### src/rcc_regs.svh
// Purpose: constants for the relay closure counter
// Assumes: 25 MHz clock
// Notes:   definitions only
`ifndef RCC_REGS_SVH
`define RCC_REGS_SVH
`define RCC_CLOCK_HZ          25_000_000
`define RCC_MINUTE_S          60
`define RCC_MINUTE_CYCLES     (`RCC_CLOCK_HZ * `RCC_MINUTE_S)
`define RCC_INTERVAL_RESET    11'h00F
`define RCC_INTERVAL_MIN      11'h001
`define RCC_INTERVAL_MAX      11'h5A0
`define RCC_SLOT_DIGIT        4'h1
`define RCC_COUNT_RESET       32'h0000_0000
`endif

### src/rcc_pkg.sv
// Purpose: types for the relay closure counter
// Assumes: nothing
// Notes:   constants live in rcc_regs.svh
package rcc_pkg;
    typedef enum logic [2:0] {
        RCC_IDLE  = 3'b000,
        RCC_WRITE = 3'b001,
        RCC_WAIT  = 3'b011
    } rcc_state_t;
    typedef enum logic [1:0] {
        RCC_CMD_QUERY    = 2'b00,
        RCC_CMD_CLEAR    = 2'b01,
        RCC_CMD_SET_INT  = 2'b10,
        RCC_CMD_READ_INT = 2'b11
    } rcc_cmd_t;
endpackage

### src/rcc_counter.sv
// Purpose: per-channel relay closure counter with periodic nonvolatile flush
// Assumes: command inputs are one-cycle pulses from a remote command parser
// Notes:   nonvolatile store is an external write port with acknowledge
`timescale 1ns/1ns
`include "rcc_regs.svh"
module rcc_counter import rcc_pkg::*; #(
    parameter int unsigned CHANNELS      = 10,
    parameter int unsigned COUNT_W       = 32,
    parameter int unsigned MINUTE_CYCLES = `RCC_MINUTE_CYCLES
) (
    input  wire logic                clock,                      // 25 MHz clock
    input  wire logic                resetn,                     // Async reset, active low
    input  wire logic [CHANNELS-1:0] relay_closed,               // Relay state, 1 = closed
    input  wire logic                cmd_valid,                  // Remote command pulse
    input  wire logic [1:0]          cmd_code,                   // Remote command code
    input  wire logic [3:0]          cmd_slot,                   // Slot digit of channel list
    input  wire logic [7:0]          cmd_first,                  // First channel number
    input  wire logic [7:0]          cmd_last,                   // Last channel, = first if none
    input  wire logic [10:0]         cmd_interval,               // Interval minutes
    input  wire logic                calibration_unlock_request, // Unlock code accepted
    input  wire logic                calibration_lock_request,   // Lock calibration
    input  wire logic                front_key_at_powerup,       // Key held during power-up
    input  wire logic                nv_ack,                     // Nonvolatile write done
    output logic                     resp_valid,                 // Response word pulse
    output logic [COUNT_W-1:0]       resp_data,                  // Count or interval
    output logic                     cmd_refused,                // Command refused pulse
    output logic                     nv_write,                   // Nonvolatile write strobe
    output logic [CHANNELS*COUNT_W-1:0] nv_data,                 // Counts to store
    output logic                     calibration_active          // Calibration unlocked
);
    // ------------------------------------------------------------
    // Reset release
    // ------------------------------------------------------------
    logic rst_meta;
    logic rst_n;
    always_ff @(posedge clock or negedge resetn) begin
        if (!resetn) begin
            rst_meta <= 1'b0;
            rst_n    <= 1'b0;
        end else begin
            rst_meta <= 1'b1;
            rst_n    <= rst_meta;
        end
    end

    // ------------------------------------------------------------
    // Command decode
    // ------------------------------------------------------------
    logic [COUNT_W-1:0]  count [CHANNELS];
    logic [CHANNELS-1:0] relay_prev;
    logic [10:0]         interval;
    logic [10:0]         minutes;
    logic                key_seen;
    logic                first_cycle;
    logic                scan_busy;
    logic [7:0]          scan_ch;
    logic [7:0]          scan_last;
    rcc_state_t          state;
    rcc_state_t          next_state;
    logic                tick;

    wire slot_ok   = (cmd_slot == `RCC_SLOT_DIGIT);
    wire range_ok  = slot_ok && (cmd_first >= 8'h01) && (cmd_last >= cmd_first)
                     && (cmd_last <= 8'(CHANNELS));
    wire is_query  = cmd_valid && (cmd_code == RCC_CMD_QUERY);
    wire is_clear  = cmd_valid && (cmd_code == RCC_CMD_CLEAR);
    wire is_setint = cmd_valid && (cmd_code == RCC_CMD_SET_INT);
    wire is_rdint  = cmd_valid && (cmd_code == RCC_CMD_READ_INT);
    wire int_ok    = (cmd_interval >= `RCC_INTERVAL_MIN)
                     && (cmd_interval <= `RCC_INTERVAL_MAX);
    wire clear_go  = is_clear && range_ok && calibration_active && !scan_busy;
    wire query_go  = is_query && range_ok && !scan_busy;
    wire refuse    = (is_clear && !clear_go) || (is_query && !query_go)
                     || (is_setint && !int_ok);
    wire expired   = tick && (minutes + 11'h001 >= interval);
    // flush only on expiry or query
    wire flush_req = expired || query_go;
    wire scan_idx_ok = scan_busy && (scan_ch != 8'h00);
    wire [7:0] scan_idx = scan_ch - 8'h01;
    wire nv_done   = (state == RCC_WAIT) && nv_ack;

    // ------------------------------------------------------------
    // Closure counting
    // ------------------------------------------------------------
    for (genvar c = 0; c < CHANNELS; c++) begin : g_ch
        wire closure = relay_closed[c] && !relay_prev[c];
        wire cleared = clear_go && (8'(c + 1) >= cmd_first) && (8'(c + 1) <= cmd_last);
        always_ff @(posedge clock or negedge rst_n) begin
            if (!rst_n) begin
                count[c] <= `RCC_COUNT_RESET;
            end else if (cleared) begin
                count[c] <= `RCC_COUNT_RESET;
            end else if (closure) begin
                count[c] <= count[c] + COUNT_W'(1);
            end
        end
        assign nv_data[c*COUNT_W +: COUNT_W] = count[c];
    end

    always_ff @(posedge clock or negedge rst_n) begin
        if (!rst_n) begin
            relay_prev <= '0;
        end else begin
            relay_prev <= relay_closed;
        end
    end

    // ------------------------------------------------------------
    // Calibration mode
    // ------------------------------------------------------------
    always_ff @(posedge clock or negedge rst_n) begin
        if (!rst_n) begin
            first_cycle        <= 1'b1;
            key_seen           <= 1'b0;
            calibration_active <= 1'b0;
        end else begin
            first_cycle <= 1'b0;
            if (first_cycle) begin
                key_seen <= front_key_at_powerup;
            end
            if (calibration_lock_request) begin
                calibration_active <= 1'b0;
            end else if (calibration_unlock_request && key_seen) begin
                calibration_active <= 1'b1;
            end
        end
    end

    // ------------------------------------------------------------
    // Interval and flush timer
    // ------------------------------------------------------------
    rcc_minute_tick #(
        .MINUTE_CYCLES (MINUTE_CYCLES)
    ) u_tick (
        .clock   (clock),
        .rst_n   (rst_n),
        .restart (nv_done),
        .tick    (tick)
    );

    always_ff @(posedge clock or negedge rst_n) begin
        if (!rst_n) begin
            interval <= `RCC_INTERVAL_RESET;
            minutes  <= 11'h000;
        end else begin
            if (is_setint && int_ok) begin
                interval <= cmd_interval;
            end
            if (nv_done || expired) begin
                minutes <= 11'h000;
            end else if (tick && state == RCC_IDLE) begin
                minutes <= minutes + 11'h001;
            end
        end
    end

    assign next_state = (state == RCC_IDLE && flush_req) ? RCC_WRITE :
                        (state == RCC_WRITE)             ? RCC_WAIT  :
                        (nv_done)                        ? RCC_IDLE  : state;

    always_ff @(posedge clock or negedge rst_n) begin
        if (!rst_n) begin
            state    <= RCC_IDLE;
            nv_write <= 1'b0;
        end else begin
            state    <= next_state;
            nv_write <= (next_state == RCC_WRITE);
        end
    end

    // ------------------------------------------------------------
    // Responses
    // ------------------------------------------------------------
    // counts are read by the remote port and, through nv_data, by the store
    always_ff @(posedge clock or negedge rst_n) begin
        if (!rst_n) begin
            scan_busy <= 1'b0;
            scan_ch   <= 8'h00;
            scan_last <= 8'h00;
        end else if (query_go) begin
            scan_busy <= 1'b1;
            scan_ch   <= cmd_first;
            scan_last <= cmd_last;
        end else if (scan_busy) begin
            scan_ch   <= scan_ch + 8'h01;
            scan_busy <= (scan_ch != scan_last);
        end
    end

    always_ff @(posedge clock or negedge rst_n) begin
        if (!rst_n) begin
            resp_valid  <= 1'b0;
            resp_data   <= '0;
            cmd_refused <= 1'b0;
        end else begin
            cmd_refused <= refuse;
            resp_valid  <= scan_idx_ok || is_rdint;
            resp_data   <= scan_idx_ok ? count[scan_idx[$clog2(CHANNELS)-1:0]] :
                           COUNT_W'(interval);
        end
    end

    // ------------------------------------------------------------
    // Checks
    // ------------------------------------------------------------
    a_single_count: assert property (@(posedge clock) disable iff (!rst_n)
        relay_closed[0] && relay_prev[0] && !clear_go
        |=> count[0] == $past(count[0]))
        else $error("count moved without open-to-closed transition");
    a_closure_inc: assert property (@(posedge clock) disable iff (!rst_n)
        relay_closed[0] && !relay_prev[0] && !clear_go
        |=> count[0] == $past(count[0]) + COUNT_W'(1))
        else $error("closure not counted");
    a_clear_locked: assert property (@(posedge clock) disable iff (!rst_n)
        is_clear && !calibration_active |=> cmd_refused)
        else $error("clear accepted while locked");
    a_clear_zero: assert property (@(posedge clock) disable iff (!rst_n)
        clear_go && cmd_first == 8'h01 |=> count[0] == '0)
        else $error("clear did not zero count");
    a_interval_range: assert property (@(posedge clock) disable iff (!rst_n)
        is_setint && !int_ok |=> interval == $past(interval))
        else $error("out of range interval accepted");
    a_interval_read: assert property (@(posedge clock) disable iff (!rst_n)
        is_rdint && !scan_busy |=> resp_valid && resp_data == COUNT_W'($past(interval)))
        else $error("interval readback wrong");
    a_flush_cause: assert property (@(posedge clock) disable iff (!rst_n)
        $rose(nv_write) |-> $past(expired) || $past(query_go))
        else $error("flush without cause");
    a_query_flush: assert property (@(posedge clock) disable iff (!rst_n)
        query_go && state == RCC_IDLE |=> nv_write)
        else $error("query did not flush");
    a_timer_restart: assert property (@(posedge clock) disable iff (!rst_n)
        nv_done |=> minutes == 11'h000)
        else $error("timer not restarted after write");
    a_default_int: assert property (@(posedge clock)
        $rose(rst_n) |-> interval == `RCC_INTERVAL_RESET)
        else $error("interval default wrong");

    c_closure: cover property (@(posedge clock) disable iff (!rst_n)
        relay_closed[0] && !relay_prev[0]);
    c_query: cover property (@(posedge clock) disable iff (!rst_n) query_go ##[1:20] nv_done);
    c_clear: cover property (@(posedge clock) disable iff (!rst_n) clear_go);
    c_expiry: cover property (@(posedge clock) disable iff (!rst_n) expired);
endmodule

### src/rcc_minute_tick.sv
// Purpose: one-cycle tick once per minute
// Assumes: asynchronous active-low reset with release already synchronised
// Notes:   period is a parameter so simulation can shorten it
`timescale 1ns/1ns
`include "rcc_regs.svh"
module rcc_minute_tick import rcc_pkg::*; #(
    parameter int unsigned MINUTE_CYCLES = `RCC_MINUTE_CYCLES
) (
    input  wire logic clock,    // System clock
    input  wire logic rst_n,    // Synchronised reset
    input  wire logic restart,  // Restart the minute
    output logic      tick      // One pulse per minute
);
    logic [31:0] count;
    wire         at_end = (count == 32'(MINUTE_CYCLES - 1));
    always_ff @(posedge clock or negedge rst_n) begin
        if (!rst_n) begin
            count <= 32'h0000_0000;
            tick  <= 1'b0;
        end else begin
            count <= (restart || at_end) ? 32'h0000_0000 : count + 32'h0000_0001;
            tick  <= at_end && !restart;
        end
    end
endmodule

### config.mk
export PLATFORM = sky130hd
export DESIGN_NAME = rcc_counter
export DESIGN_NICKNAME = d
export VERILOG_FILES = /design/src/rcc_pkg.sv /design/src/rcc_counter.sv /design/src/rcc_minute_tick.sv
export VERILOG_INCLUDE_DIRS = /design/src
export SDC_FILE = /design/constraint.sdc
export NUM_CORES = 1
export LEC_CHECK = 0
export BUFFER_PORTS_ARGS = -buffer_cell sky130_fd_sc_hd__buf_4
export CAP_MARGIN = 10
export CORE_ASPECT_RATIO = 1.75
export CORE_MARGIN = 8
export CORE_UTILIZATION = 52
export DETAILED_ROUTE_END_ITERATION = 6
export PLACE_DENSITY_LB_ADDON = 0.3
export SLEW_MARGIN = 10
export SYNTH_ARGS = -nofsm -noshare
export SYNTH_HDL_FRONTEND = slang
export SYNTH_SLANG_ARGS = --single-unit
### constraint.sdc
create_clock -name clock -period 35.6 [get_ports clock]
set_input_delay 7.12 -clock clock [delete_from_list [all_inputs] [get_ports clock]]
set_output_delay 7.12 -clock clock [all_outputs]
set_load 0.1 [all_outputs]
* After elaboration in Yosys (flattened, before gate mapping)
Index checks and enable logic that the tools add are counted.
Word-level totals: register bits 445, logic and storage cells 206
Cells by class: $lt $le $gt $ge 27, $add $sub $neg 14, equal/unequal tests 9, muxes and demuxes 36, reduce and logical (&&, ||, !) cells 91, bitwise gates (word level) 1
Operator list (count):
- $mux 32 | 24
- $add 32x1->32 const B | 11
- $bmux 32 s4 | 1
- $logic_and 1x1->1 | 54
- $eq 32x31->1 const B | 1
- $ge 3x8->1 const A | 4
- $le 3x8->1 const A | 4
- $reduce_bool 2->1 | 13
- $ge 4x8->1 const A | 3
- $le 4x8->1 const A | 3
- $mux 11 | 2
- $ge 2x8->1 const A | 2
- $le 2x8->1 const A | 2
- $mux 8 | 2
- $logic_not 1->1 | 15
- $add 11x1->11 const B | 1
- $ge 11x1->1 const B | 1
- $ge 11x11->1 | 1
- $le 11x11->1 const B | 1
- $mux 3 | 3
- $add 8x1->8 const B | 1
- $ge 1x8->1 const A | 1
- $ge 8x1->1 const B | 1
- $ge 8x8->1 | 1
- other kinds (16) | 26

* Depth between registers and ports, before layout
Gate-level depths: netlist (run 1).
word-level depth 11, mapped depth 13, depth with buffers taken out 12

* Modules after synthesis
A second synthesis (run 1) with hierarchy kept.
Second synthesis, totals: cell total of the unflattened synthesis 2539, area, all modules 24975.2 µm²
By module, submodules not included:
- rcc_counter | cells an instance 2336, sequential area each 10316.1 µm², instances 1, area each 23080.9 µm²
- rcc_minute_tick | cells an instance 203, sequential area each 825.8 µm², instances 1, area each 1894.3 µm²

* Least setup slack after synthesis (run 1)
Ideal clock, no wire load.
path type input to register, from input cmd_first[2], to register count (netlist bit nv_data[238]), path buffers 2, required time 35.478 ns, arrival 9.227 ns, stages 9, setup time 0.122 ns, setup slack 26.252 ns, cells stage by stage clkbuf_1 inv_1 ha_1 o21ai_0 nor3b_1 o21ai_4 nor4_4 buf_2 nor2_1
Between the ends: cells in the longest elaborated chain, start to end 10, elaborated cells between the ends (all ways) 13, those cells by class order compare (3); mux (1); reduce/logical (9)
RTL lines:
- start, declared | RTL line rcc_counter.sv:17 | input wire logic [7:0] cmd_first,
- $ge 8x1->1 | RTL line rcc_counter.sv:63 | wire range_ok = slot_ok && (cmd_first >= 8'h01) && (cmd_last >= cmd_first)
- $logic_and 1x1->1 (2 in a row) | RTL line rcc_counter.sv:63
- $logic_and 1x1->1 | RTL line rcc_counter.sv:64 | && (cmd_last <= 8'(CHANNELS));
- $logic_and 1x1->1 (3 in a row) | RTL line rcc_counter.sv:71 | wire clear_go = is_clear && range_ok && calibration_active && !scan_busy;
- $logic_and 1x1->1 (*) (2 in a row) | RTL line rcc_counter.sv:87 | wire cleared = clear_go && (8'(c + 1) >= cmd_first) && (8'(c + 1) <= cmd_last);
- $mux 32 / $reduce_bool 2->1 (equally long branches)
- end signal, assigned by index | RTL line rcc_counter.sv:90 | count[c] <= `RCC_COUNT_RESET;
- end signal, assigned by index | RTL line rcc_counter.sv:92 | count[c] <= `RCC_COUNT_RESET;
- end signal, assigned by index | RTL line rcc_counter.sv:94 | count[c] <= count[c] + COUNT_W'(1);
- end, declared | RTL line rcc_counter.sv:49 | logic [COUNT_W-1:0] count [CHANNELS];
Every way passes the cells marked *; elsewhere a longest branch is shown, timed or not. A chain may end at the register's enable or synchronous reset.

* Worst setup path after layout (run 1)
from input cmd_first[5], to register count (netlist bit nv_data[2])
Same word-level chain as after synthesis.

==> metrics.yaml, run 1 <==
tightestPinTransition_ns: 1.16
yosysMostFrequentCell: "nor2_1"
gp_congestion: 0.958
post-dp-hpwl_um: 60800
netlist_instances: 2372
gr-max-usage-layer: "met2"
setup_viol_count_final: 0
h-tree-depth: 2
gr-usage-met2: 0.507
synth_fa_ha_area_frac: 0.0173
yosys_register_bits: 445
internal_power_w: 0.000954
cp_max_fo: 17
cts.clk_slew.worst_paths_ns: 0.07
drc: 0
cts_sinks: 445
synth-compound-area-share: 0.0331
drt_iter0_drc: 1640
cts_tree: "yes"
synthTopCellsByArea: "dfrtp_1, xor2_1, nor2_1, mux4_2, xnor2_1"
rsz0062_at_grt: "no"
pwr-share-clk: 0.286
yosysWarningCount: 0
r2r-start: "scan_ch[0]"
synth_edf_count: 0
overflow: 0
num_vias: 20100
setup.worst_path.class: "input pin to flop"
drive_above_1_share: 0.234
ys_seq_area_frac: 0.466
power.density_mw_per_mm2: 57.0
yosys.area_share.xor_xnor: 0.137
cts_buffers: 43
grt_max_degree: 180
synth_cell_type_count: 62
synthFlopType: "dfrtp_1"
post-cts-setup-buffer-count: 0
skew_ns: 0.0210
max_freq_ghz: 0.107
die_y_um: 300
die_w_um: 178
finalWirelength_um: 80700
finalSetupTns_ns: 0
total_leakage_power_nw: 13.8
cts.path.max_buffers: 3
holdPathEnd: "rst_n"
final_hold_viol_count: 0
netlist_area_mm2: 0.0239
start_util: 0.523
coreArea_mm2: 0.0457
n_fill_cell: 3704
yosysTopAreaCell: "dfrtp_1"
hold_buffers: 0
nets: 2840
cap_violations: 0
rr_worst_depth: 7
final_area_mm2: 0.0290
synth_simple_gate_area_frac: 0.223
via_per_inst: 5.95
grtUsageMet1: 0.333
arrival_ns: 9.78
synth_area_per_cell_um2: 10.1
die_area_mm2: 0.0534
first_pass_iters: 5
hold_path_depth: 0
cts.repair.resized: 0
fin_crit_sh: 0.262
power.share.switching: 0.424
cts-root-buf: "clkbuf_16"
area_growth_syn_to_layout_pct: 21.5
holdWs_ns: 0.352
clock_latency_ns: 0.57
synth_mux_area_frac: 0.0988
power.switching_w: 0.000702
reg2reg_slack_ns: 31.67
async_reset_ff_frac: 1.00
min_path_type: "flop to flop"
place_area_mm2: 0.0276
grt_usage: 0.301
cp-startpoint: "cmd_first[5]"
outcome: "completed"
grt_pass1_wl_um: 123000
critPathRequiredTime_ns: 36.04
grt_pass1_vias: 20700
regToRegEndpoint: "resp_data[31]"
synthTopCellsByCount: "nor2_1, dfrtp_1, xor2_1, nand2_1, xnor2_1"
drv_slew: 0
rows: 104
period_needed_ns: 9.34
wl_per_cell_um: 23.9
io_pins: 406
seqPwrFrac: 0.384
combPwrFrac: 0.330
cp-end-kind: "flop"
yosys.area.top_type_share: 0.461
min_from: "rst_meta"
critPathLaunchType: "input pin"
io_buffers: 405
drt.antenna.violating_nets: 0
synth_top_family_by_area: "simple AND/OR/NAND/NOR gates"
vdd_drop_max_v: 0.0000637
slew_headroom: 0.229
grt_util_met3: 0.0582
syn_nets: 2455
antenna_found_initial: 2
metal layers:
layer / part of all wire / wire length, µm
met1: 0.35 / 28000
met2: 0.50 / 40300
met3: 0.071 / 5700
met4: 0.082 / 6600
met5: 0.00016 / 13
layout by cell type (no fill, tap or decap), types with 4 or more instances in the layout:
cell type    n
a21oi_1     57
a311oi_1    10
and2_1      21
and3_1      64
and4_1      31
buf_4      430
clkbuf_1     5
clkbuf_16   44
clkbuf_8    11
clkinv_2    12
dfrtp_1    438
dfstp_2      5
ha_1        32
inv_1       46
mux2_2      47
mux2i_1     39
mux4_2      64
nand2_1    169
nand2b_1     6
nand3_1    132
nand3b_1     6
nand4_1     83
nand4b_1     6
nor2_1     480
nor2b_1     19
nor3_1      46
nor3b_1      4
nor4_1      18
nor4b_1      5
o21ai_0     19
or2_2        5
xnor2_1    152
xor2_1     221
worst max-delay path, cell delays in order:
cell and delay (ns):
buf_4 0.09, inv_1 0.05, ha_1 0.29, and4_1 0.22
nor3b_1 0.59, o21ai_4 0.33, nor3_4 0.75, buf_8 0.25
nor2_1 0.07
sequential cells by signal, indices dropped and copies added (netlist names):
register,count
resp_data,32
state,3
calibration_active,1
cmd_refused,1
nv_data,320
nv_write,1
relay_prev,10
key_seen,1
first_cycle,1
resp_valid,1
u_tick.count,32
scan_ch,8
rst_n,1
interval,11
u_tick.tick,1
scan_last,8
minutes,11
scan_busy,1
rst_meta,1
per-stage QoR:
step           power, W  utilization  cells  worst slack, ns
2_1_floorplan   0.00103            -   2372            22.29
3_3_place_gp    0.00118        0.603   3293            25.53
3_5_place_dp    0.00119        0.603   3293            25.42
4_1_cts         0.00166        0.635   3373            26.01
5_1_grt         0.00171        0.636   3376            26.06
6_report        0.00166        0.636   3376            26.26
how the worst max path moves through the flow:
stage,to,slack [ns],cells after the start
after floorplan,calibration_active,22.29,0
after global placement,nv_data[10],25.53,9
after detailed placement,nv_data[10],25.42,8
after CTS,nv_data[10],26.01,8
after global routing,nv_data[2],26.06,9
final,nv_data[2],26.26,9
area by class of cell:
type,instances,area [µm²],share of cell area
Antenna cell,1,2.50,0.0000862
Clock buffer,60,1270,0.0438
Clock inverter,20,179,0.00616
Inverter,46,173,0.00595
Multi-Input combinational cell,1788,12300,0.422
Sequential cell,445,11100,0.384
Tap cell,583,729,0.0251
Timing Repair Buffer,433,3270,0.113
logic make-up after synthesis:
group / Yosys count
xor+xnor: 375
compound gates: 113
flops: 445
fa+ha+maj: 33
buf+inv: 139
other cells: 2
mux: 150
simple gates: 1115
power groups by stage:
stage	logic [W]	clock network (W)	registers (W)
detailed placement	0.000545	0	0.000643
global placement	0.000537	0	0.000641
floorplan	0.000150	0	0.000882
finish	0.000546	0.000473	0.000636
global route	0.000566	0.000499	0.000643
CTS	0.000547	0.000481	0.000635
(Power assumes the default switching activity.)
==> run 2, diff against run 1 <==
--- a/config.mk
+++ b/config.mk
@@ -6,6 +6,7 @@
 export SDC_FILE = /design/constraint.sdc
 export NUM_CORES = 1
 export LEC_CHECK = 0
+export ABC_AREA = 1
 export BUFFER_PORTS_ARGS = -buffer_cell sky130_fd_sc_hd__buf_4
 export CAP_MARGIN = 10
 export CORE_ASPECT_RATIO = 1.75
==> constraint.sdc (replaced) <==
create_clock -name clock -period 7.8 [get_ports clock]
set_input_delay 1.56 -clock clock [delete_from_list [all_inputs] [get_ports clock]]
set_output_delay 1.56 -clock clock [all_outputs]
set_load 0.1 [all_outputs]
==> run 2 against run 1 <==
Net effect: wire length is 33% higher; sequential share of layout area fell by 3.6 points; synthesized area up 12%; die area up 11%.
==> metrics.yaml, run 2 <==
cp_max_fo: 47  # +30
p_total_w: 0.0117  # +600%
coreArea_mm2: 0.0511  # +12%
tightestPinTransition_ns: 1.17  # +0.0172 ns
finalWirelength_um: 107000  # +33%
num_vias: 27700  # +38%
nets: 4150  # +46%
arrival_ns: 4.66  # -5.12 ns
cts-root-buf: "clkbuf_16"
h-tree-depth: 2  # unchanged
final_hold_viol_count: 0  # unchanged
cts.path.max_buffers: 3  # unchanged
netlist_instances: 3704  # +56%
final_cell_mix: "nand2_1, nor2_1, inv_1, dfrtp_1, buf_4"
cp_cell_sequence: "clkinv_2 > ha_2 > xnor2_4 > nand2_1 > nor2_1 > o211ai_1 > a31oi_1"
setup.worst_path.class: "flop to flop"
period_needed_ns: 4.19
rsz0062_at_grt: "no"
die_area_mm2: 0.0591  # +11%
yosysTopAreaCell: "dfrtp_1"
synth_cell_type_count: 54  # -13%
wl_per_cell_um: 22.4  # -6.3%
drt_iter0_drc: 2977  # +82%
cap_violations: 0  # unchanged
rows: 110  # +5.8%
antenna_found_initial: 0  # -2
yosysWarningCount: 0  # unchanged
pre_cts_ws_ns: 3.24  # -22.18 ns
start_util: 0.523  # about the same
syn_nets: 3787  # +54%
area_growth_syn_to_layout_pct: 19.9
yosys.area.top_type_share: 0.412  # -0.0482
cp-end-kind: "flop"
netlist_area_mm2: 0.0267  # +12%
total_leakage_power_nw: 15.9  # +15%
slowest_stage: "xnor2_4"
grt_usage: 0.354  # +0.0532
die_w_um: 187  # +5.2%
synthTopCellsByCount: "nand2_1, nor2_1, inv_1, dfrtp_1, nand3_1"
post-dp-hpwl_um: 82300  # +35%
min_path_type: "flop to asynchronous set/reset pin"
cts_buffers: 46  # +7.0%
gp_congestion: 1.01  # +5.1%
synth_area_per_cell_um2: 7.21  # -28%
max_freq_ghz: 0.239
critPathRequiredTime_ns: 8.27  # -27.77 ns
grt_max_degree: 154  # -14%
drt.antenna.violating_nets: 0  # unchanged
skew_ns: 0.0147  # -0.00633 ns
first_pass_iters: 7  # +2
setup_viol_count_final: 0  # unchanged
ys_seq_area_frac: 0.417  # -0.0488
cts_tree: "yes"
synthFlopType: "dfrtp_1"
cts_sinks: 445  # unchanged
via_per_inst: 5.81  # -2.3%
yosysMostFrequentCell: "nand2_1"
power.density_mw_per_mm2: 364  # +540%
yosys_register_bits: 445  # unchanged
clock_latency_ns: 0.58  # about the same
post-cts-setup-buffer-count: 0  # unchanged
setup_ws_ns: 3.61  # -22.65 ns
cts.clk_slew.worst_paths_ns: 0.07  # about the same
async_reset_ff_frac: 1.00  # unchanged
critPathMaxStageDelay_ns: 0.79  # +0.04 ns
fin_crit_sh: 0.537
io_buffers: 405  # unchanged
hold_buffers: 0  # unchanged
grt_pass1_vias: 27200  # +31%
overflow: 0  # unchanged
final_common_cell: "nand2_1"
rr_worst_depth: 7  # unchanged
drc: 0  # unchanged
outcome: "completed"
largest_reg_flops: 320  # unchanged
critPathLaunchType: "flop"
synthTopCellsByArea: "dfrtp_1, nand2_1, nor2_1, inv_1, xor2_1"
io_pins: 406  # unchanged
cts.repair.resized: 0  # unchanged
vdd_drop_max_v: 0.000348  # +450%
drv_slew: 0  # unchanged
finalSetupTns_ns: 0  # unchanged
drive_above_1_share: 0.135  # -0.0989
die_y_um: 316  # +5.4%
synth_edf_count: 0  # unchanged
grt_pass1_wl_um: 162000  # +32%
antenna_cells: 0  # -1
slew_headroom: 0.218  # -0.0114
run 2: logic make-up (layout without fill, tap and decap cells):
kind of cell | count (synthesis) | in the layout | share of synthesized area
other | 2 | 2 | 0.000281
buffers and inverters | 577 | 976 | 0.0836
adders and majority gates | 33 | 33 | 0.0155
xor gates and xnor gates | 220 | 220 | 0.0727
and+or+nand+nor | 1948 | 1948 | 0.313
muxes | 3 | 3 | 0.00117
DFF | 445 | 445 | 0.417
AOI/OAI and AO/OA | 476 | 476 | 0.0963
run 2: stage by stage:
step | hold slack [ns] | util | cell area, µm² | cells
5_1_grt | 0.219 | 0.627 | 32000 | 4775
3_5_place_dp | 0.206 | 0.594 | 30300 | 4691
4_1_cts | 0.212 | 0.627 | 32000 | 4775
3_3_place_gp | 0.204 | 0.594 | 30300 | 4691
6_report | 0.204 | 0.627 | 32000 | 4775
2_1_floorplan | 0.331 | - | 26700 | 3704
run 2: metal layers:
layer,GRT usage,up-vias,share of wire
met4,0.256,0,0.080
met2,0.573,1448,0.47
met1,0.412,13200,0.36
met3,0.0780,386,0.088
li1,-,12700,-
met5,0,-,0
run 2: area by class of cell:
cell class | instances | area [µm²]
fillers | 4763 | 19100
multi-input cells | 2682 | 13400
flip-flops and latches | 445 | 11100
repair buffers | 427 | 3230
inverters | 465 | 1750
clock buffers | 65 | 1430
well taps | 672 | 841
clock inverters | 19 | 254
run 2: path summary, 6_finish.rpt:
path                                 to  startpoint  slack, ns
max in group asynchronous  nv_data[152]       rst_n       5.56
min reg2reg                nv_data[213]       rst_n       0.20
max                        resp_data[9]  scan_ch[0]       3.61
min in group clock                rst_n    rst_meta       0.35
max reg2reg                resp_data[9]  scan_ch[0]       3.61
min                        nv_data[213]       rst_n       0.20
run 2: power by group:
part / internal, W / switching (W) / total, W / leakage, nW
sequential: 0.00265 / 0.000604 / 0.00326 / 5.37
clock: 0.00147 / 0.00101 / 0.00248 / 0.835
combinational: 0.00132 / 0.00458 / 0.00591 / 9.67
total: 0.00545 / 0.00620 / 0.0117 / 15.9
run 2: worst max-delay path: cells and delay by family (launching register included):
kind                       cells  cell delay [ns]
and+or+nand+nor                2             1.10
DFF                            1             0.72
buffers and inverters          1             0.58
adders and majority gates      1             0.46
xor gates and xnor gates       1             0.79
AOI/OAI and AO/OA              2             0.42
==> run 3, diff against run 2 <==
==> constraint.sdc (replaced) <==
create_clock -name clock -period 3.8 [get_ports clock]
set_input_delay 0.76 -clock clock [delete_from_list [all_inputs] [get_ports clock]]
set_output_delay 0.76 -clock clock [all_outputs]
set_load 0.1 [all_outputs]
==> run 3 against run 2 <==
Net effect: via count grew 0.32%; critical path type unchanged; count of clock-buffer cells in the layout up 5; worst setup slack got worse by 2.9 ns; worst hold slack improved by 0.093 ns; highest routed layer is now met5.
==> metrics.yaml, run 3 (same netlist as run 2, synthesis figures left out) <==
h-tree-depth: 2  # unchanged
grt_pass1_wl_um: 162000  # about the same
setup.worst_path.class: "flop to flop"
post-dp-hpwl_um: 83400  # +1.4%
period_needed_ns: 3.09  # -1.10 ns
p_total_w: 0.0238  # +100%
critPathRequiredTime_ns: 4.28  # -3.99 ns
drc: 0  # unchanged
outcome: "completed"
post-cts-setup-buffer-count: 0  # unchanged
seqCellArea_mm2: 0.0111  # unchanged
final_hold_viol_count: 0  # unchanged
gp_congestion: 1.02  # +1.5%
fin_crit_sh: 0.814  # +0.277
final_common_cell: "nand2_1"
cts.clk_slew.worst_paths_ns: 0.07  # about the same
gr-usage-met2: 0.577  # +0.00390
io_buffers: 405  # unchanged
max_freq_ghz: 0.323  # +35%
wl_per_cell_um: 22.4  # about the same
vdd_drop_max_v: 0.000770  # +120%
setup_viol_count_final: 0  # unchanged
start_util: 0.523  # unchanged
n_fill_cell: 4779  # +0.34%
skew_ns: 0.0247  # +0.0101 ns
cap_violations: 0  # unchanged
finalWirelength_um: 107000  # +0.37%
grt_max_degree: 215  # +40%
die_w_um: 187  # unchanged
first_pass_iters: 7  # unchanged
area_growth_syn_to_layout_pct: 20.0  # about the same
drt_iter0_drc: 2772  # -6.9%
final_core_util: 0.627  # about the same
largest_reg_flops: 320  # unchanged
gr-max-usage-layer: "met2"
io_pins: 406  # unchanged
cp_max_fo: 11  # -77%
total_leakage_power_nw: 15.9  # about the same
holdWs_ns: 0.297  # +0.0932 ns
die_y_um: 316  # unchanged
tightestPinTransition_ns: 0.900  # -0.274 ns
clock_latency_ns: 0.58  # about the same
min_path_type: "input pin to flop"
overflow: 0  # unchanged
hold_buffers: 1  # +1
cts.path.max_buffers: 3  # unchanged
num_vias: 27800  # +0.32%
cts_buffers: 44  # -4.3%
drt.antenna.violating_nets: 0  # unchanged
grt_util_met3: 0.0701  # -0.00795
grt_usage: 0.356  # +0.00182
cp-end-kind: "flop"
cts-root-buf: "clkbuf_16"
cts_tree: "yes"
critPathLaunchType: "flop"
rsz0062_at_grt: "no"
drive_above_1_share: 0.137  # +0.00153
antenna_found_initial: 1  # +1
multi_input_comb_area_mm2: 0.0134  # unchanged
rows: 110  # unchanged
arrival_ns: 3.57  # -1.09 ns
nets: 4171  # +0.51%
reg2reg_slack_ns: 0.71  # -2.90 ns
grt_pass1_vias: 27300  # +0.32%
final_cell_mix: "nand2_1, nor2_1, inv_1, buf_4, dfrtp_1"
coreArea_mm2: 0.0511  # unchanged
grtUsageMet1: 0.413  # +0.000893
slew_headroom: 0.399  # +0.181
cts.repair.resized: 0  # unchanged
power.density_mw_per_mm2: 743  # +100%
via_per_inst: 5.80  # -0.14%
finalSetupTns_ns: 0  # unchanged
drv_slew: 0  # unchanged
die_area_mm2: 0.0591  # unchanged
cts_sinks: 445  # unchanged
## run 3: worst paths after layout
path                       cells after the start       endpoint            start
max                                           14    minutes[10]       minutes[0]
max reg2reg                                   14    minutes[10]       minutes[0]
min                                            1  relay_prev[3]  relay_closed[3]
max in group asynchronous                      1    nv_data[35]            rst_n
min reg2reg                                    0   nv_data[195]            rst_n
min in group asynchronous                      0   nv_data[195]            rst_n
## run 3: layout make-up
cell class | count | share of cell area
multi-input cells | 2682 | 0.417
flip-flops and latches | 445 | 0.348
repair buffers | 450 | 0.108
inverters | 465 | 0.0545
clock buffers | 70 | 0.0422
well taps | 672 | 0.0263
clock inverters | 11 | 0.00367
diodes | 2 | 0.000156
## run 3: critical path, stage by stage, from the launching register on
cell     delay (ns)
dfrtp_1        0.53
ha_1           0.24
nand2_1        0.06
nor2_1         0.19
nand4_1        0.14
nor2_1         0.18
nand3_1        0.12
xor2_1         0.24
ha_1           0.30
a21oi_1        0.16
o21a_1         0.13
nand4_1        0.13
nand2_1        0.10
nand2_1        0.27
a21oi_1        0.21
## run 3: stage by stage
step | instances | setup slack, ns | instance area, µm²
final | 4797 | 0.708 | 32000
after global placement | 4713 | 0.739 | 30500
after detailed placement | 4713 | 0.695 | 30500
after CTS | 4795 | 0.747 | 32000
after global routing | 4795 | 0.476 | 32000
after floorplan | 3704 | -0.552 | 26700
## run 3: metal layers
metal	vias to the layer above	wire, µm
met4	2	9300
met3	428	9000
met5	-	13
met2	1410	50000
met1	13200	39000
li1	12800	-
## run 3: power by group
part	switching [W]	internal, W	leakage [nW]	total (W)
clock network	0.00200	0.00258	0.719	0.00458
logic	0.00977	0.00284	9.80	0.0126
registers	0.00115	0.00545	5.37	0.00660
